<file path="config.mk">
export PLATFORM = sky130hd
export DESIGN_NAME = ppm_monitor
export DESIGN_NICKNAME = d
export VERILOG_FILES = /design/src/ppm_pkg.sv /design/src/ppm_qual_timer.sv /design/src/ppm_monitor.sv
export SDC_FILE = /design/constraint.sdc
export NUM_CORES = 1
export LEC_CHECK = 0
export BUFFER_PORTS_ARGS = -buffer_cell sky130_fd_sc_hd__buf_2
export CORE_MARGIN = 2
export CORE_UTILIZATION = 49
export CTS_BUF_LIST = sky130_fd_sc_hd__clkbuf_16
export CTS_CLUSTER_DIAMETER = 200
export CTS_CLUSTER_SIZE = 8
export DETAILED_ROUTE_END_ITERATION = 7
export PLACE_DENSITY_LB_ADDON = 0.08
export SYNTH_ARGS = -nofsm -noshare
export SYNTH_HDL_FRONTEND = slang
export SYNTH_SLANG_ARGS = --single-unit
</file>
<file path="constraint.sdc">
create_clock -name hclk -period 4.1 [get_ports hclk]
set_input_delay 1.025 -clock hclk [delete_from_list [all_inputs] [get_ports hclk]]
set_output_delay 1.025 -clock hclk [all_outputs]
set_load 0.02 [all_outputs]
</file>
<file path="src/ppm_pkg.sv">
package ppm_pkg;

	// Pump count and system clock
	localparam int unsigned PUMPS = 3;
	localparam int unsigned CLK_PERIOD_NS = 100;
	localparam int unsigned TICK_PERIOD_NS = 1000000000;
	localparam int unsigned TICK_CYCLES_DFLT = TICK_PERIOD_NS / CLK_PERIOD_NS;
	localparam logic [5:0] SEC_PER_MIN_LAST = 6'h3b;
	localparam logic [5:0] MIN_PER_HOUR_LAST = 6'h3b;

	// Register map, one block of four words per pump
	localparam logic [31:0] PUMP_STRIDE = 32'h10;
	localparam logic [3:0] OFS_DELAY = 4'h0;
	localparam logic [3:0] OFS_LIMIT = 4'h4;
	localparam logic [3:0] OFS_CTRL = 4'h8;
	localparam logic [3:0] OFS_STATUS = 4'hc;

	// Field positions
	localparam int OC_DLY_POS = 0;
	localparam int UC_DLY_POS = 8;
	localparam int PF_DLY_POS = 16;
	localparam int RUN_LIM_POS = 0;
	localparam int SPM_LIM_POS = 16;
	localparam int SPH_LIM_POS = 24;
	localparam int RUN_EN_POS = 0;
	localparam int SPM_EN_POS = 1;
	localparam int SPH_EN_POS = 2;
	localparam int TCO_EN_POS = 3;
	localparam int TCO_LIM_POS = 8;
	localparam int ST_STOP_POS = 7;
	localparam int ST_TCO_CNT_POS = 8;
	localparam int ST_SPM_CNT_POS = 12;
	localparam int ST_SPH_CNT_POS = 16;

	// Alarm bit positions
	localparam int A_OC = 0;
	localparam int A_UC = 1;
	localparam int A_PF = 2;
	localparam int A_RUN = 3;
	localparam int A_SPM = 4;
	localparam int A_SPH = 5;
	localparam int A_TCO = 6;
	localparam int NALARM = 7;

	// Setting ranges and values after reset
	localparam logic [13:0] OC_DLY_MIN = 14'h5;
	localparam logic [13:0] OC_DLY_MAX = 14'hf;
	localparam logic [3:0] OC_DLY_RST = 4'h5;
	localparam logic [13:0] UPF_DLY_MIN = 14'h1;
	localparam logic [13:0] UPF_DLY_MAX = 14'h78;
	localparam logic [6:0] UPF_DLY_RST = 7'h3;
	localparam logic [13:0] RUN_LIM_MIN = 14'h1;
	localparam logic [13:0] RUN_LIM_MAX = 14'h270f;
	localparam logic [13:0] RUN_LIM_RST = 14'h5a0;
	localparam logic [13:0] SPM_LIM_MIN = 14'h1;
	localparam logic [13:0] SPM_LIM_MAX = 14'h9;
	localparam logic [3:0] SPM_LIM_RST = 4'h9;
	localparam logic [13:0] SPH_LIM_MIN = 14'h1;
	localparam logic [13:0] SPH_LIM_MAX = 14'h63;
	localparam logic [6:0] SPH_LIM_RST = 7'h6;
	localparam logic [13:0] TCO_LIM_MIN = 14'h1;
	localparam logic [13:0] TCO_LIM_MAX = 14'ha;
	localparam logic [3:0] TCO_LIM_RST = 4'ha;
	localparam logic RUN_EN_RST = 1'b0;
	localparam logic SPM_EN_RST = 1'b1;
	localparam logic SPH_EN_RST = 1'b0;
	localparam logic TCO_EN_RST = 1'b0;

endpackage

</file>
<file path="src/ppm_qual_timer.sv">
`timescale 1ns/1ps

// Qualifies a condition that must persist for more than delay ticks
module ppm_qual_timer #(
	parameter int WIDTH = 7
) (
	// Clock and reset
	input wire logic clk,
	input wire logic rst_n,
	// Condition and time base
	input wire logic cond,
	input wire logic tick,
	input wire logic [WIDTH-1:0] delay,
	// Result
	output logic expired
);

	logic [WIDTH-1:0] cnt_q;
	logic [WIDTH-1:0] cnt_d;

	// Restart on any break; saturate one past delay
	always_comb
	begin
		cnt_d = cnt_q;
		if (!cond)
			cnt_d = '0;
		else if (tick && cnt_q <= delay)
			cnt_d = cnt_q + WIDTH'(1);
	end

	always_ff @(posedge clk or negedge rst_n)
	begin
		if (!rst_n)
			cnt_q <= '0;
		else
			cnt_q <= cnt_d;
	end

	// Counting past delay guarantees the full time despite tick phase
	assign expired = cond && (cnt_q > delay);

	property p_restart;
		@(posedge clk) disable iff (!rst_n)
		!cond |=> (cnt_q == '0) && !expired;
	endproperty
	a_restart: assert property (p_restart)
		else $error("qualification count did not restart");

endmodule

</file>
<file path="src/ppm_monitor.sv">
`timescale 1ns/1ps

// What this block does
// Overcurrent alarm and stop only after delay 5..15 s, default 5 s.
// A fault shorter than its delay never raises the alarm.
// Undercurrent alarm and stop after delay 1..120 s, default 3 s.
// Low power factor (dry running) alarm after delay 1..120 s, default 3.
// Continuous run alarm has an enable bit, reset value 0.
// Enabled, running longer than the limit stops pump and alarms.
// Continuous run limit in minutes 1..9999, default 1440.
// Run alarm inhibits pump until the pump button is pressed.
// Starts per minute alarm enable resets to 1.
// Starts in a minute above limit 1..9 (default 9) alarm and stop.
// Starts per minute alarm inhibits and clears at minute end.
// Starts per hour alarm has an enable bit, reset value 0.
// Starts in an hour above limit 1..99 (default 6) alarm and stop.
// Starts per hour alarm inhibits and clears at hour end.
// Thermal cutout count alarm has an enable bit, reset value 0.
// Cutout count above limit alarms; pump held until alarm reset.
// Cutout is normally closed; each opening counts one overheating.
// Every setting and monitor exists separately for each pump.
// Cutout events accumulate without time window; limit 1..10, default 10.
// All times count ticks derived from a one second tick (minutes for the run limit); breaks restart counting.
// Stop request stands while any alarm of that pump is set.
module ppm_monitor
	import ppm_pkg::*;
#(
	parameter int unsigned TICK_CYCLES = ppm_pkg::TICK_CYCLES_DFLT,
	parameter int unsigned NPUMP = ppm_pkg::PUMPS
) (
	// Clock and reset
	input wire logic hclk,
	input wire logic hresetn,
	// AHB-Lite slave
	input wire logic hsel,
	input wire logic [31:0] haddr,
	input wire logic [1:0] htrans,
	input wire logic hwrite,
	input wire logic [2:0] hsize,
	input wire logic [31:0] hwdata,
	input wire logic hready,
	output logic hreadyout,
	output logic hresp,
	output logic [31:0] hrdata,
	// Per-pump sense inputs, asynchronous
	input wire logic [NPUMP-1:0] overcurrent,
	input wire logic [NPUMP-1:0] undercurrent,
	input wire logic [NPUMP-1:0] low_power_factor,
	input wire logic [NPUMP-1:0] pump_running,
	input wire logic [NPUMP-1:0] thermal_closed,
	input wire logic [NPUMP-1:0] reset_button,
	// Per-pump stop requests to the contactor logic
	output logic [NPUMP-1:0] pump_stop
);
	import ppm_pkg::*;

	localparam int NIN = 6 * NPUMP;

	// Synchroniser stages and edge history
	logic [NIN-1:0] pin_raw;
	logic [NIN-1:0] sync1_q;
	logic [NIN-1:0] sync2_q;
	logic [NIN-1:0] prev_q;
	logic [NPUMP-1:0] ovc_s, unc_s, lpf_s, run_s, thc_s, btn_s;
	logic [NPUMP-1:0] run_prev, thc_prev, btn_prev;
	logic [NPUMP-1:0] start_ev, tco_ev, btn_ev;

	assign pin_raw = {reset_button, thermal_closed, pump_running,
		low_power_factor, undercurrent, overcurrent};
	assign {btn_s, thc_s, run_s, lpf_s, unc_s, ovc_s} = sync2_q;
	assign {btn_prev, thc_prev, run_prev} = prev_q[NIN-1:3*NPUMP];
	assign start_ev = run_s & ~run_prev;
	// Contact is normally closed, so an opening is a falling edge
	assign tco_ev = ~thc_s & thc_prev;
	assign btn_ev = btn_s & ~btn_prev;

	// Two flops per pin before any logic looks at it
	always_ff @(posedge hclk or negedge hresetn)
	begin
		if (!hresetn)
		begin
			sync1_q <= '0;
			sync2_q <= '0;
			prev_q <= '0;
		end
		else
		begin
			sync1_q <= pin_raw;
			sync2_q <= sync1_q;
			prev_q <= sync2_q;
		end
	end

	// Time base: second, minute and hour pulses, all one cycle wide
	logic [31:0] div_q, div_d;
	logic [5:0] sec_q, sec_d, min_q, min_d;
	logic sec_tick_q, sec_tick_d, min_tick_q, min_tick_d;
	logic hour_tick_q, hour_tick_d;

	always_comb
	begin
		div_d = div_q + 32'h1;
		sec_d = sec_q;
		min_d = min_q;
		sec_tick_d = 1'b0;
		min_tick_d = 1'b0;
		hour_tick_d = 1'b0;
		if (div_q >= TICK_CYCLES - 1)
		begin
			div_d = '0;
			sec_tick_d = 1'b1;
			sec_d = sec_q + 6'h1;
			if (sec_q == SEC_PER_MIN_LAST)
			begin
				sec_d = '0;
				min_tick_d = 1'b1;
				min_d = min_q + 6'h1;
				if (min_q == MIN_PER_HOUR_LAST)
				begin
					min_d = '0;
					hour_tick_d = 1'b1;
				end
			end
		end
	end

	always_ff @(posedge hclk or negedge hresetn)
	begin
		if (!hresetn)
		begin
			div_q <= '0;
			sec_q <= '0;
			min_q <= '0;
			sec_tick_q <= 1'b0;
			min_tick_q <= 1'b0;
			hour_tick_q <= 1'b0;
		end
		else
		begin
			div_q <= div_d;
			sec_q <= sec_d;
			min_q <= min_d;
			sec_tick_q <= sec_tick_d;
			min_tick_q <= min_tick_d;
			hour_tick_q <= hour_tick_d;
		end
	end

	// Bus slave: writes take no wait, reads one wait state
	logic capture;
	logic wr_pend_q, wr_pend_d, rd_pend_q, rd_pend_d;
	logic [31:0] addr_q, addr_d, hrdata_d, rd_mux;
	logic hreadyout_d;
	logic [1:0] pidx;
	logic [3:0] ofs;
	logic mapped;

	assign capture = hsel && htrans[1] && hready;
	assign pidx = addr_q[5:4];
	assign ofs = addr_q[3:0];
	assign mapped = (addr_q[31:6] == '0) && (32'(pidx) < NPUMP);

	always_comb
	begin
		wr_pend_d = capture && hwrite;
		rd_pend_d = capture && !hwrite;
		addr_d = capture ? haddr : addr_q;
		// Read data sampled a cycle late so a preceding write is seen
		hreadyout_d = !(capture && !hwrite);
		hrdata_d = rd_pend_q ? rd_mux : hrdata;
	end

	always_ff @(posedge hclk or negedge hresetn)
	begin
		if (!hresetn)
		begin
			wr_pend_q <= 1'b0;
			rd_pend_q <= 1'b0;
			addr_q <= '0;
			hreadyout <= 1'b1;
			hresp <= 1'b0;
			hrdata <= '0;
		end
		else
		begin
			wr_pend_q <= wr_pend_d;
			rd_pend_q <= rd_pend_d;
			addr_q <= addr_d;
			hreadyout <= hreadyout_d;
			hresp <= 1'b0;
			hrdata <= hrdata_d;
		end
	end

	// Settings per pump
	logic [3:0] ocd_q [NPUMP], ocd_d [NPUMP];
	logic [6:0] ucd_q [NPUMP], ucd_d [NPUMP];
	logic [6:0] pfd_q [NPUMP], pfd_d [NPUMP];
	logic [13:0] rlim_q [NPUMP], rlim_d [NPUMP];
	logic [3:0] spml_q [NPUMP], spml_d [NPUMP];
	logic [6:0] sphl_q [NPUMP], sphl_d [NPUMP];
	logic [3:0] tcol_q [NPUMP], tcol_d [NPUMP];
	logic [NPUMP-1:0] run_en_q, run_en_d, spm_en_q, spm_en_d;
	logic [NPUMP-1:0] sph_en_q, sph_en_d, tco_en_q, tco_en_d;

	// Out-of-range values are pulled into the settable range
	function automatic logic [13:0] clampv(input logic [13:0] v,
		input logic [13:0] lo, input logic [13:0] hi);
		clampv = (v < lo) ? lo : ((v > hi) ? hi : v);
	endfunction

	always_comb
	begin
		for (int p = 0; p < NPUMP; p++)
		begin
			ocd_d[p] = ocd_q[p];
			ucd_d[p] = ucd_q[p];
			pfd_d[p] = pfd_q[p];
			rlim_d[p] = rlim_q[p];
			spml_d[p] = spml_q[p];
			sphl_d[p] = sphl_q[p];
			tcol_d[p] = tcol_q[p];
			run_en_d[p] = run_en_q[p];
			spm_en_d[p] = spm_en_q[p];
			sph_en_d[p] = sph_en_q[p];
			tco_en_d[p] = tco_en_q[p];
			if (wr_pend_q && hready && mapped && 32'(pidx) == p)
			begin
				if (ofs == OFS_DELAY)
				begin
					ocd_d[p] = 4'(clampv({6'h0, hwdata[OC_DLY_POS+:8]},
						OC_DLY_MIN, OC_DLY_MAX));
					ucd_d[p] = 7'(clampv({6'h0, hwdata[UC_DLY_POS+:8]},
						UPF_DLY_MIN, UPF_DLY_MAX));
					pfd_d[p] = 7'(clampv({6'h0, hwdata[PF_DLY_POS+:8]},
						UPF_DLY_MIN, UPF_DLY_MAX));
				end
				if (ofs == OFS_LIMIT)
				begin
					rlim_d[p] = clampv(hwdata[RUN_LIM_POS+:14],
						RUN_LIM_MIN, RUN_LIM_MAX);
					spml_d[p] = 4'(clampv({10'h0, hwdata[SPM_LIM_POS+:4]},
						SPM_LIM_MIN, SPM_LIM_MAX));
					sphl_d[p] = 7'(clampv({7'h0, hwdata[SPH_LIM_POS+:7]},
						SPH_LIM_MIN, SPH_LIM_MAX));
				end
				if (ofs == OFS_CTRL)
				begin
					run_en_d[p] = hwdata[RUN_EN_POS];
					spm_en_d[p] = hwdata[SPM_EN_POS];
					sph_en_d[p] = hwdata[SPH_EN_POS];
					tco_en_d[p] = hwdata[TCO_EN_POS];
					tcol_d[p] = 4'(clampv({10'h0, hwdata[TCO_LIM_POS+:4]},
						TCO_LIM_MIN, TCO_LIM_MAX));
				end
			end
		end
	end

	always_ff @(posedge hclk or negedge hresetn)
	begin
		if (!hresetn)
		begin
			for (int p = 0; p < NPUMP; p++)
			begin
				ocd_q[p] <= OC_DLY_RST;
				ucd_q[p] <= UPF_DLY_RST;
				pfd_q[p] <= UPF_DLY_RST;
				rlim_q[p] <= RUN_LIM_RST;
				spml_q[p] <= SPM_LIM_RST;
				sphl_q[p] <= SPH_LIM_RST;
				tcol_q[p] <= TCO_LIM_RST;
			end
			run_en_q <= {NPUMP{RUN_EN_RST}};
			spm_en_q <= {NPUMP{SPM_EN_RST}};
			sph_en_q <= {NPUMP{SPH_EN_RST}};
			tco_en_q <= {NPUMP{TCO_EN_RST}};
		end
		else
		begin
			ocd_q <= ocd_d;
			ucd_q <= ucd_d;
			pfd_q <= pfd_d;
			rlim_q <= rlim_d;
			spml_q <= spml_d;
			sphl_q <= sphl_d;
			tcol_q <= tcol_d;
			run_en_q <= run_en_d;
			spm_en_q <= spm_en_d;
			sph_en_q <= sph_en_d;
			tco_en_q <= tco_en_d;
		end
	end

	// Qualification timers, four per pump
	logic [NPUMP-1:0] exp_oc, exp_uc, exp_pf, exp_run, run_cond;

	for (genvar g = 0; g < NPUMP; g++)
	begin : g_qual
		assign run_cond[g] = run_s[g] && run_en_q[g];
		ppm_qual_timer #(.WIDTH(7)) u_oc (.clk(hclk), .rst_n(hresetn),
			.cond(ovc_s[g]), .tick(sec_tick_q), .delay({3'h0, ocd_q[g]}),
			.expired(exp_oc[g]));
		ppm_qual_timer #(.WIDTH(7)) u_uc (.clk(hclk), .rst_n(hresetn),
			.cond(unc_s[g]), .tick(sec_tick_q), .delay(ucd_q[g]),
			.expired(exp_uc[g]));
		ppm_qual_timer #(.WIDTH(7)) u_pf (.clk(hclk), .rst_n(hresetn),
			.cond(lpf_s[g]), .tick(sec_tick_q), .delay(pfd_q[g]),
			.expired(exp_pf[g]));
		// Minute tick; a disabled or stopped pump restarts the count
		ppm_qual_timer #(.WIDTH(14)) u_run (.clk(hclk), .rst_n(hresetn),
			.cond(run_cond[g]), .tick(min_tick_q), .delay(rlim_q[g]),
			.expired(exp_run[g]));
	end

	// Alarms, start and cutout counters; sets win over clears
	logic [NALARM-1:0] alm_q [NPUMP], alm_d [NPUMP];
	logic [3:0] spmc_q [NPUMP], spmc_d [NPUMP];
	logic [6:0] sphc_q [NPUMP], sphc_d [NPUMP];
	logic [3:0] tcoc_q [NPUMP], tcoc_d [NPUMP];
	logic [NPUMP-1:0] stop_d;

	always_comb
	begin
		for (int p = 0; p < NPUMP; p++)
		begin
			alm_d[p] = alm_q[p];
			spmc_d[p] = spmc_q[p];
			sphc_d[p] = sphc_q[p];
			tcoc_d[p] = tcoc_q[p];
			// Operator button only acts while the pump is in alarm
			if (btn_ev[p] && (|alm_q[p]))
			begin
				alm_d[p][A_OC] = 1'b0;
				alm_d[p][A_UC] = 1'b0;
				alm_d[p][A_PF] = 1'b0;
				alm_d[p][A_RUN] = 1'b0;
				alm_d[p][A_TCO] = 1'b0;
				tcoc_d[p] = '0;
			end
			if (min_tick_q)
			begin
				alm_d[p][A_SPM] = 1'b0;
				spmc_d[p] = '0;
			end
			if (hour_tick_q)
			begin
				alm_d[p][A_SPH] = 1'b0;
				sphc_d[p] = '0;
			end
			if (start_ev[p] && spmc_d[p] != 4'hf)
				spmc_d[p] = spmc_d[p] + 4'h1;
			if (start_ev[p] && sphc_d[p] != 7'h7f)
				sphc_d[p] = sphc_d[p] + 7'h1;
			// No time window: events add up for as long as it takes
			if (tco_ev[p] && tcoc_d[p] != 4'hf)
				tcoc_d[p] = tcoc_d[p] + 4'h1;
			if (exp_oc[p])
				alm_d[p][A_OC] = 1'b1;
			if (exp_uc[p])
				alm_d[p][A_UC] = 1'b1;
			if (exp_pf[p])
				alm_d[p][A_PF] = 1'b1;
			if (exp_run[p])
				alm_d[p][A_RUN] = 1'b1;
			if (spm_en_q[p] && spmc_d[p] > spml_q[p])
				alm_d[p][A_SPM] = 1'b1;
			if (sph_en_q[p] && sphc_d[p] > sphl_q[p])
				alm_d[p][A_SPH] = 1'b1;
			if (tco_en_q[p] && tcoc_d[p] > tcol_q[p])
				alm_d[p][A_TCO] = 1'b1;
			stop_d[p] = |alm_d[p];
		end
	end

	always_ff @(posedge hclk or negedge hresetn)
	begin
		if (!hresetn)
		begin
			for (int p = 0; p < NPUMP; p++)
			begin
				alm_q[p] <= '0;
				spmc_q[p] <= '0;
				sphc_q[p] <= '0;
				tcoc_q[p] <= '0;
			end
			pump_stop <= '0;
		end
		else
		begin
			alm_q <= alm_d;
			spmc_q <= spmc_d;
			sphc_q <= sphc_d;
			tcoc_q <= tcoc_d;
			pump_stop <= stop_d;
		end
	end

	// Read mux; unmapped words read as zero
	always_comb
	begin
		rd_mux = '0;
		for (int p = 0; p < NPUMP; p++)
		begin
			if (mapped && 32'(pidx) == p)
			begin
				case (ofs)
					OFS_DELAY: rd_mux = {8'h0, 1'b0, pfd_q[p], 1'b0,
						ucd_q[p], 4'h0, ocd_q[p]};
					OFS_LIMIT: rd_mux = {1'b0, sphl_q[p], 4'h0, spml_q[p],
						2'h0, rlim_q[p]};
					OFS_CTRL: rd_mux = {20'h0, tcol_q[p], 4'h0, tco_en_q[p],
						sph_en_q[p], spm_en_q[p], run_en_q[p]};
					OFS_STATUS: rd_mux = {9'h0, sphc_q[p], spmc_q[p],
						tcoc_q[p], pump_stop[p], alm_q[p]};
					default: rd_mux = '0;
				endcase
			end
		end
	end

	// Checks per pump
	for (genvar g = 0; g < NPUMP; g++)
	begin : g_chk
		property p_stop_any;
			@(posedge hclk) disable iff (!hresetn)
			pump_stop[g] == (|alm_q[g]);
		endproperty
		a_stop_any: assert property (p_stop_any)
			else $error("stop request disagrees with alarms");

		property p_oc_cause;
			@(posedge hclk) disable iff (!hresetn)
			$rose(alm_q[g][A_OC]) |-> $past(ovc_s[g]);
		endproperty
		a_oc_cause: assert property (p_oc_cause)
			else $error("overcurrent alarm without condition");

		property p_run_en;
			@(posedge hclk) disable iff (!hresetn)
			$rose(alm_q[g][A_RUN]) |-> $past(run_en_q[g]);
		endproperty
		a_run_en: assert property (p_run_en)
			else $error("run alarm while disabled");

		property p_run_hold;
			@(posedge hclk) disable iff (!hresetn)
			alm_q[g][A_RUN] && !btn_ev[g] |=> alm_q[g][A_RUN];
		endproperty
		a_run_hold: assert property (p_run_hold)
			else $error("run alarm cleared without button");

		property p_spm_clear;
			@(posedge hclk) disable iff (!hresetn)
			min_tick_q |=> !alm_q[g][A_SPM] && spmc_q[g] <= 4'h1;
		endproperty
		a_spm_clear: assert property (p_spm_clear)
			else $error("starts per minute alarm kept past minute");

		property p_sph_clear;
			@(posedge hclk) disable iff (!hresetn)
			hour_tick_q && sphl_q[g] != '0 |=> !alm_q[g][A_SPH];
		endproperty
		a_sph_clear: assert property (p_sph_clear)
			else $error("starts per hour alarm kept past hour");

		property p_tco_hold;
			@(posedge hclk) disable iff (!hresetn)
			alm_q[g][A_TCO] && !btn_ev[g] |=> alm_q[g][A_TCO];
		endproperty
		a_tco_hold: assert property (p_tco_hold)
			else $error("cutout alarm cleared without button");

		property p_tco_count;
			@(posedge hclk) disable iff (!hresetn)
			tco_ev[g] && !btn_ev[g] && tcoc_q[g] != 4'hf
				|=> tcoc_q[g] == $past(tcoc_q[g]) + 4'h1;
		endproperty
		a_tco_count: assert property (p_tco_count)
			else $error("cutout opening not counted");
	end

	property p_read_wait;
		@(posedge hclk) disable iff (!hresetn)
		capture && !hwrite |=> !hreadyout ##1 hreadyout;
	endproperty
	a_read_wait: assert property (p_read_wait)
		else $error("read wait state wrong");

endmodule

</file>
==> impl_metrics.py, run 1 <==
metrics = {
    "logic_synthesis": {
        "synth_warnings": 0,
        "synth_top_cell_by_area": "dfrtp_1",
        "syn_area_um2": 25470,
        "ys.flop_type": "dfrtp_1",
        "synth_most_common_cell": "dfrtp_1",
        "synth_edf_count": 0,
        "synthCells": 2615,
        "yosysUniqueCellTypes": 84,
        "syn_avg_cell_area_um2": 9.740,
        "synth.top_cell.area_share": 0.4244,
        "synthSimpleGateAreaFrac": 0.1648,
        "synth-compound-area-share": 0.1540,
        "synthMuxAreaShare": 0.04416,
        "ys_ff_latch": 484,
        "synth_common_cells": "dfrtp_1 (432), inv_1 (236), nand2_1 (222)",
        "synth_adder_area_share": 0.08145,
        "synth_top_family_by_area": "simple AND/OR/NAND/NOR gates",
        "yosys.area_share.xor_xnor": 0.02373,
        "ys_top_cells_by_area": "dfrtp_1 (42%), ha_1 (8.1%), dfstp_2 (5.4%)",
        "async_flop_share": 1.000,
        "ys_seq_area_frac": 0.4781,
    },
    "die": {
        "num_rows": 83,
        "die_x_um": 232.0,
        "io_pins": 129,
        "die_area_um2": 53820,
        "die_y_um": 232.0,
        "start_util": 0.4965,
        "coreArea_um2": 51300,
    },
    "global_route": {
        "grt_overflow": 0,
        "grt_max_degree": 96,
        "grt_pass1_vias": 20070,
        "grt_usage": 0.2823,
        "grt_pass1_wl_mm": 116.6,
        "antenna_found_initial": 3,
    },
    "worst_setup_path": {
        "reg2regPathDepth": 17,
        "criticalPathCategory": "register to register",
        "regToRegSetupSlack_ps": 300,
        "crit_fanout": 5,
        "cp-end-kind": "register",
        "worstPathRequired_ps": 4560,
        "reg2reg_from": "alm_q[5]",
        "critPathArrivalTime_ps": 4260,
        "worst_path_max_delay_cell": "a2111oi_0",
        "r2r-end": "pump_stop[2]",
        "critical-path-max-stage-delay_ps": 470,
        "crit_path_cell_trace": "nor3_1 > buf_4 > a21o_1 > and2_1 > ha_1 > a41oi_1 > nand4_1 > xnor2_1 > and2_1 > ha_1 > nand3_1 > o22ai_1 > o221ai_1 > buf_4 > nand2_1 > a2111oi_0 > nand4bb_1",
        "critPathLaunchType": "register",
    },
    "clock_network": {
        "cts_buffers": 70,
        "clk_pin_slew_ps": 50,
        "ctsHoldBuffers": 0,
        "htree_levels": 3,
        "clockRootBuffer": "clkbuf_16",
        "cts_tree": "yes",
        "clk_latency_ps": 610,
        "cts_buffer_depth": 3,
        "clock_sinks": 484,
    },
    "route": {
        "vias": 20460,
        "antenna_left": 0,
        "drt-initial-drc-count": 1532,
        "viasPerCell": 5.859,
        "wl_per_cell_um": 21.36,
        "drtPass1Iterations": 5,
        "drc": 0,
        "wl_mm": 74.62,
    },
    "sta": {
        "setup_viol": 0,
        "grt_setup_unrepaired": "false",
        "fmax_mhz": 263.3,
        "report.final.slew_viol_count": 0,
        "relSlewSlack": 0.2849,
        "hold-worst-slack_ps": 343.8,
        "finalSetupTns_ps": 0,
        "finalHoldViolations": 0,
        "timing.final.crit_share": 0.9263,
        "skew_ps": 22.92,
        "period_needed_ps": 3798,
        "tightest_slew_ps": 1068,
    },
    "flow_run": {
        "maxCapViolCount": 0,
    },
    "power_and_ir_drop": {
        "power.density_nw_per_um2": 450.5,
        "total_leakage_power_nw": 13.45,
        "vdd_drop_max_v": 0.0004104,
        "power.total_mw": 13.06,
    },
    "hold_path": {
        "whs_path_depth": 0,
        "min-delay-start": "sync1_q[1]",
        "hold_class": "register to register",
        "holdPathEnd": "sync2_q[1]",
    },
    "layout": {
        "area_growth_pct": 13.79,
        "stdcell_count": 3493,
        "multi_input_area_um2": 11970,
        "regArea_um2": 12180,
        "drive_gt1_frac": 0.1422,
        "n_fill_cell": 4569,
        "fin_util": 0.5649,
        "nets": 3021,
    },
    "outcome": {
        "status": "completed",
    },
    "placed_design": {
        "dpl.hpwl_mm": 55.58,
        "place_inst": 3372,
        "gp_congestion": 0.9538,
        "port_buffers": 120,
    },
}
[logic make-up (layout without fill, tap and decap cells)]
kind of cell	after synthesis	after routing
flip-flops	484	484
AO/OA/AOI/OAI	632	632
buffers and inverters	336	523
AND/OR/NAND/NOR	824	824
XOR/XNOR	69	69
adder cells (fa/ha/maj)	166	166
multiplexers	103	103
other	1	12
[through the flow]
stage                     instance area [um2]  worst slack (ps)
after CTS                               28980             190.0
after detailed placement                26940             213.8
after global placement                  26940             362.3
after global routing                    28980             22.38
after floorplan                         25510             697.3
final                                   28980             302.0
[how the worst max path moves through the flow]
| stage | slack (ps) | endpoint | cells after the start | start |
|---|---|---|---|---|
| 2_1_floorplan | 700 | pump_stop[1] | 14 | prev_q[16] |
| 3_3_place_gp | 360 | pump_stop[1] | 11 | hour_tick_q |
| 3_5_place_dp | 210 | pump_stop[2] | 14 | hour_tick_q |
| 4_1_cts | 190 | pump_stop[2] | 14 | hour_tick_q |
| 5_1_grt | 20 | pump_stop[2] | 18 | alm_q[4] |
| 6_report | 300 | pump_stop[2] | 17 | alm_q[5] |
[cell type report]
class,count,area share
Antenna cell,1,0.00008634
Clock buffer,70,0.06044
Clock inverter,50,0.009757
Inverter,237,0.03069
Multi-Input combinational cell,1805,0.4130
Sequential cell,484,0.4202
Tap cell,680,0.02936
Timing Repair Buffer,166,0.03644
[routing by layer]
| layer | vias to the layer above | GRT usage | part of all wire |
|---|---|---|---|
| met5 | - | 0 | 0.00017 |
| met4 | 2 | 0.1010 | 0.035 |
| met3 | 145 | 0.04457 | 0.055 |
| met2 | 648 | 0.4649 | 0.48 |
| met1 | 10080 | 0.3779 | 0.43 |
| li1 | 9590 | - | - |
[cell usage in the layout, fill, tap and decap left out, types with 26 or more instances in the layout]
cell type,n
a221oi_1,29
nand3_1,74
dfstp_2,52
o22ai_1,26
mux2i_1,28
ha_1,165
nand2b_1,27
nand4_1,64
dfrtp_1,430
nor2b_1,48
nand2_1,222
a22oi_1,37
and2_1,38
a21oi_1,182
buf_2,119
o21ai_0,192
xnor2_1,38
inv_1,278
nor2_1,186
or3_1,56
mux2_2,73
xor2_1,31
clkbuf_16,70
buf_4,38
[critical path, delay by kind of cell (launching register included)]
family | cells | cell delay (ps)
AO/OA/AOI/OAI | 5 | 1370
AND/OR/NAND/NOR | 7 | 930
adder cells (fa/ha/maj) | 2 | 480
flip-flops | 1 | 390
buffers and inverters | 2 | 330
XOR/XNOR | 1 | 140
[power by group]
group          switching, mW  total [mW]  internal (mW)  leakage (nW)
registers              0.389        5.55           5.16          6.05
clock network           2.19        5.33           3.15          1.14
logic                   1.31        2.18          0.869          6.26
total                   3.88        13.1           9.17          13.4
[sequential cells by signal, indices dropped and copies added (netlist names), 18 cells and up]
name and cells:
hrdata 30, sync2_q 18, g_qual.u_uc.cnt_q 21, rlim_q 42, div_q 32, g_qual.u_run.cnt_q 42
sphl_q 21, g_qual.u_oc.cnt_q 21, alm_q 21, sync1_q 18, addr_q 32, sphc_q 21
ucd_q 21, pfd_q 21, g_qual.u_pf.cnt_q 21
[what timing repair did]
action,4_1_cts,5_1_grt
buffers inserted,0,0
endpoints found under the setup margin,0,1
gates resized for setup,0,1
Power figures use the tool's default switching activity.
==> inputs of run 2 (changes only) <==
--- a/config.mk
+++ b/config.mk
@@ -12,7 +12,7 @@
 export CTS_CLUSTER_DIAMETER = 200
 export CTS_CLUSTER_SIZE = 8
 export DETAILED_ROUTE_END_ITERATION = 7
-export PLACE_DENSITY_LB_ADDON = 0.08
+export PLACE_DENSITY = 0.66
 export SYNTH_ARGS = -nofsm -noshare
 export SYNTH_HDL_FRONTEND = slang
 export SYNTH_SLANG_ARGS = --single-unit
==> impl_metrics.py, run 2 (synthesis results as in run 1) <==
metrics = {
    "power_and_ir_drop": {
        "total_leakage_power_nw": 13.48,
        "seqPwrFrac": 0.422,
        "power.density_nw_per_um2": 452.5,
        "switchingPower_mw": 3.859,
        "vdd_drop_max_v": 0.0003162,
        "power.total_mw": 13.13,
        "p_int_mw": 9.275,
        "comb_power_share": 0.166,
        "p_clk_frac": 0.411,
        "switching_share": 0.2938,
    },
    "clock_network": {
        "ctsHoldBuffers": 0,
        "clk_latency_ps": 600,
        "clock_sinks": 484,
        "htree_levels": 3,
        "clk_pin_slew_ps": 50,
        "cts_buffer_depth": 3,
        "cts_buffers": 70,
        "cts_tree": "yes",
        "clockRootBuffer": "clkbuf_16",
        "post-cts-setup-buffers": 0,
    },
    "global_route": {
        "grt_usage": 0.2758,
        "grt-busiest-layer": "met2",
        "met3_usage": 0.04875,
        "grt_max_degree": 94,
        "grt_pass1_wl_mm": 114.3,
        "grt_overflow": 0,
        "antenna_found_initial": 3,
        "grt_pass1_vias": 20210,
        "use_met1": 0.3684,
        "use_met2": 0.4454,
    },
    "route": {
        "viasPerCell": 5.919,
        "wl_per_cell_um": 20.94,
        "wl_mm": 73.28,
        "antenna_left": 0,
        "drt-initial-drc-count": 1875,
        "vias": 20720,
        "drc": 0,
        "drtPass1Iterations": 6,
    },
    "layout": {
        "stdcell_area_um2": 29020,
        "drive_gt1_frac": 0.1424,
        "area_growth_pct": 13.95,
        "stdcell_count": 3500,
        "top_regs": "g_qual.u_run.cnt_q x42, rlim_q x42",
        "final_common_cell": "dfrtp_1",
        "nets": 3023,
        "final_cell_mix": "dfrtp_1 (430), inv_1 (281), nand2_1 (222)",
    },
    "worst_setup_path": {
        "criticalPathCategory": "register to register",
        "critical-path-max-stage-delay_ps": 410,
        "worstPathRequired_ps": 4570,
        "critPathArrivalTime_ps": 4360,
        "crit_path_cell_trace": "nand2b_1 > a21o_1 > and2_1 > ha_1 > a41oi_1 > nand4_1 > xnor2_1 > and2_1 > ha_1 > a41oi_1 > a22oi_1 > o21ai_0 > or3_1 > or4_1",
        "worst_path_max_delay_cell": "or4_1",
        "crit_fanout": 7,
        "cp-end-kind": "register",
        "critPathLaunchType": "register",
    },
    "sta": {
        "grt_setup_unrepaired": "false",
        "tightest_slew_ps": 1104,
        "relSlewSlack": 0.2606,
        "report.final.slew_viol_count": 0,
        "finalHoldViolations": 0,
        "finalSetupTns_ps": 0,
        "skew_ps": 17.29,
        "timing.final.crit_share": 0.9483,
        "fmax_mhz": 257.2,
        "setup_viol": 0,
        "period_needed_ps": 3888,
    },
    "placed_design": {
        "port_buffers": 120,
        "dpl.hpwl_mm": 54.71,
        "place_area_um2": 26950,
        "place_inst": 3374,
        "gp_congestion": 0.9328,
    },
    "die": {
        "num_rows": 83,
        "die_y_um": 232.0,
        "io_pins": 129,
        "start_util": 0.4965,
        "die_x_um": 232.0,
        "coreArea_um2": 51300,
        "die_area_um2": 53820,
    },
    "outcome": {
        "status": "completed",
    },
    "flow_run": {
        "maxCapViolCount": 0,
    },
    "hold_path": {
        "hold_class": "register to register",
    },
}
==> run 2: worst max-delay path, delay by kind of cell (launching register included) <==
kind	cells	cell delay (ps)
AND/OR/NAND/NOR	6	1610
flip-flops	1	360
AO/OA/AOI/OAI	5	1130
adder cells (fa/ha/maj)	2	510
XOR/XNOR	1	150
==> run 2: path summary, 6_finish.rpt <==
kind | start | slack (ps) | depth (start not counted) | to
setup / recovery | prev_q[16] | 210 | 14 | pump_stop[1]
hold / removal | sync1_q[4] | 340 | 0 | sync2_q[4]
setup reg to reg | prev_q[16] | 210 | 14 | pump_stop[1]
hold reg to reg | sync1_q[4] | 340 | 0 | sync2_q[4]
max in group asynchronous | hresetn | 2660 | 2 | pfd_q[0]
min in group asynchronous | hresetn | 430 | 1 | g_qual[0].u_pf.cnt_q[4]
==> run 2: layout make-up <==
class,count,area [um2]
fill,4451,22280
sequential,484,12180
multi-input combinational,1805,11970
clock buffer,73,1827
timing repair buffer,168,1071
inverter,237,889.6
tap,680,850.8
clock inverter,50,234.0
antenna,3,7.507
==> run 2: through the flow <==
stage / hold WS [ps] / utilization / setup slack (ps)
after floorplan: 331.2 / - / 697.3
after global placement: 332.1 / 0.5254 / 403.5
after detailed placement: 334.7 / 0.5254 / 255.6
after CTS: 335.9 / 0.5656 / 269.7
after global routing: 339.7 / 0.5657 / 76.46
final: 338.7 / 0.5658 / 211.8
==> run 2: power by group through the flow <==
stage	logic, mW	registers [mW]	clock network (mW)
after floorplan	1.51	5.46	0
after global placement	2.07	5.60	0
after detailed placement	2.15	5.61	0
after CTS	2.17	5.54	5.49
after global routing	2.46	5.59	5.70
final	2.18	5.55	5.40
==> run 2: layer usage <==
layer	share of wire	wire, um	up-vias
li1	-	-	9583
met5	0	0	-
met2	0.47	34240	795
met3	0.069	5035	179
met1	0.42	31000	10160
met4	0.041	3001	0
==> run 2: repair_timing <==
action,in CTS,in global routing
endpoints found under the hold margin,0,0
setup endpoints to repair,0,2
gates resized for setup,0,1
==> inputs of run 3 (changes only) <==
==> constraint.sdc (replaced) <==
create_clock -name hclk -period 3.8 [get_ports hclk]
set_input_delay 0.95 -clock hclk [delete_from_list [all_inputs] [get_ports hclk]]
set_output_delay 0.95 -clock hclk [all_outputs]
set_load 0.02 [all_outputs]
==> impl_metrics.py, run 3 (synthesis results as in run 1) <==
metrics = {
    "worst_setup_path": {
        "path_buf_inv": 1,
        "critPathArrivalTime_ps": 4020,
        "cp-end-kind": "register",
        "crit_path_cell_trace": "nor2b_1 > ha_1 > a41oi_1 > buf_4 > nand4_1 > xor2_1 > nor2_1 > ha_1 > a21oi_1 > o2111ai_1 > a2bb2oi_1 > or3_1 > or4_1",
        "crit_fanout": 9,
        "critPathLaunchType": "register",
        "worstPathRequired_ps": 4260,
        "critical-path-max-stage-delay_ps": 550,
        "critPathMostFrequentCell": "ha_1",
        "critical_path.top_delay_family": "simple AND/OR/NAND/NOR gates",
        "worst_path_max_delay_cell": "dfrtp_1",
        "criticalPathCategory": "register to register",
    },
    "route": {
        "wl_per_cell_um": 20.70,
        "antenna_left": 0,
        "wl_mm": 72.66,
        "viasPerCell": 5.867,
        "drc": 0,
        "drtPass1Iterations": 7,
        "drt-initial-drc-count": 1662,
        "vias": 20590,
    },
    "flow_run": {
        "maxCapViolCount": 0,
    },
    "outcome": {
        "status": "completed",
    },
    "layout": {
        "n_fill_cell": 4425,
        "area_growth_pct": 14.38,
        "top_regs": "g_qual.u_run.cnt_q x42, rlim_q x42",
        "drive_gt1_frac": 0.1460,
        "multi_input_area_um2": 12010,
        "final_cell_mix": "dfrtp_1 (431), inv_1 (285), nand2_1 (222)",
        "stdcell_area_um2": 29130,
        "nets": 3031,
        "regArea_um2": 12180,
        "final_common_cell": "dfrtp_1",
    },
    "placed_design": {
        "gp_congestion": 0.9570,
        "port_buffers": 120,
        "place_area_um2": 26990,
        "dpl.hpwl_mm": 54.57,
    },
    "sta": {
        "skew_ps": 23.64,
        "fmax_mhz": 281.3,
        "period_needed_ps": 3555,
        "tightest_slew_ps": 1095,
        "setup_viol": 0,
        "finalSetupTns_ps": 0,
        "timing.final.crit_share": 0.9355,
        "finalHoldViolations": 0,
        "relSlewSlack": 0.2668,
        "report.final.slew_viol_count": 0,
    },
    "hold_path": {
        "hold_class": "input port to async pin",
    },
    "power_and_ir_drop": {
        "total_leakage_power_nw": 13.56,
        "power.density_nw_per_um2": 486.9,
        "power.total_mw": 14.19,
        "vdd_drop_max_v": 0.0003088,
    },
    "clock_network": {
        "post-cts-setup-buffers": 0,
        "clockRootBuffer": "clkbuf_16",
        "clk_latency_ps": 600,
        "cts_buffer_depth": 3,
        "ctsHoldBuffers": 0,
        "clk_pin_slew_ps": 50,
        "cts_tree": "yes",
        "clock_sinks": 484,
        "htree_levels": 3,
        "ctsResizeCount": 0,
        "cts_buffers": 70,
    },
    "die": {
        "die_x_um": 232.0,
        "io_pins": 129,
        "die_area_um2": 53820,
        "coreArea_um2": 51300,
        "die_y_um": 232.0,
        "start_util": 0.4965,
        "num_rows": 83,
    },
    "global_route": {
        "antenna_found_initial": 5,
        "grt_max_degree": 76,
        "grt_pass1_vias": 20140,
        "grt_usage": 0.2718,
        "grt_overflow": 0,
        "grt_pass1_wl_mm": 113.0,
    },
}
run 3: power by group:
group	internal, mW	switching [mW]	total, mW
combinational	0.953	1.39	2.34
sequential	5.56	0.443	6.01
clock	3.54	2.30	5.84
run 3: cell type report:
cell class | count | area share
Sequential cell | 484 | 0.4180
Multi-Input combinational cell | 1805 | 0.4121
Clock buffer | 74 | 0.06356
Timing Repair Buffer | 176 | 0.03797
Inverter | 237 | 0.03054
Tap cell | 680 | 0.02920
Clock inverter | 53 | 0.008504
Antenna cell | 1 | 0.00008590
run 3: metrics by stage:
stage	std cells	setup slack (ps)	util	hold WS [ps]
6_report	3510	245.1	0.5679	332.9
5_1_grt	3510	-2.157	0.5679	349.1
4_1_cts	3509	73.12	0.5670	346.1
3_5_place_dp	3382	149.5	0.5261	334.7
3_3_place_gp	3382	161.9	0.5261	331.8
2_1_floorplan	2625	397.3	-	331.2
run 3: final timing paths:
path                       slack [ps]         from  cells after the start                      end
max reg2reg                       250  hour_tick_q                     13             pump_stop[1]
min in group hclk                 340   sync1_q[7]                      0               sync2_q[7]
max in group asynchronous        2530      hresetn                      2               sphl_q[16]
min                               330      hresetn                      1  g_qual[0].u_pf.cnt_q[3]
min reg2reg                       340   sync1_q[7]                      0               sync2_q[7]
max                               250  hour_tick_q                     13             pump_stop[1]
run 3: routing by layer:
layer  routed length, um  global-route usage
met5                  24                   0
met4                3200              0.1270
met3                4822             0.04150
met2               33350              0.4282
met1               31260              0.3697
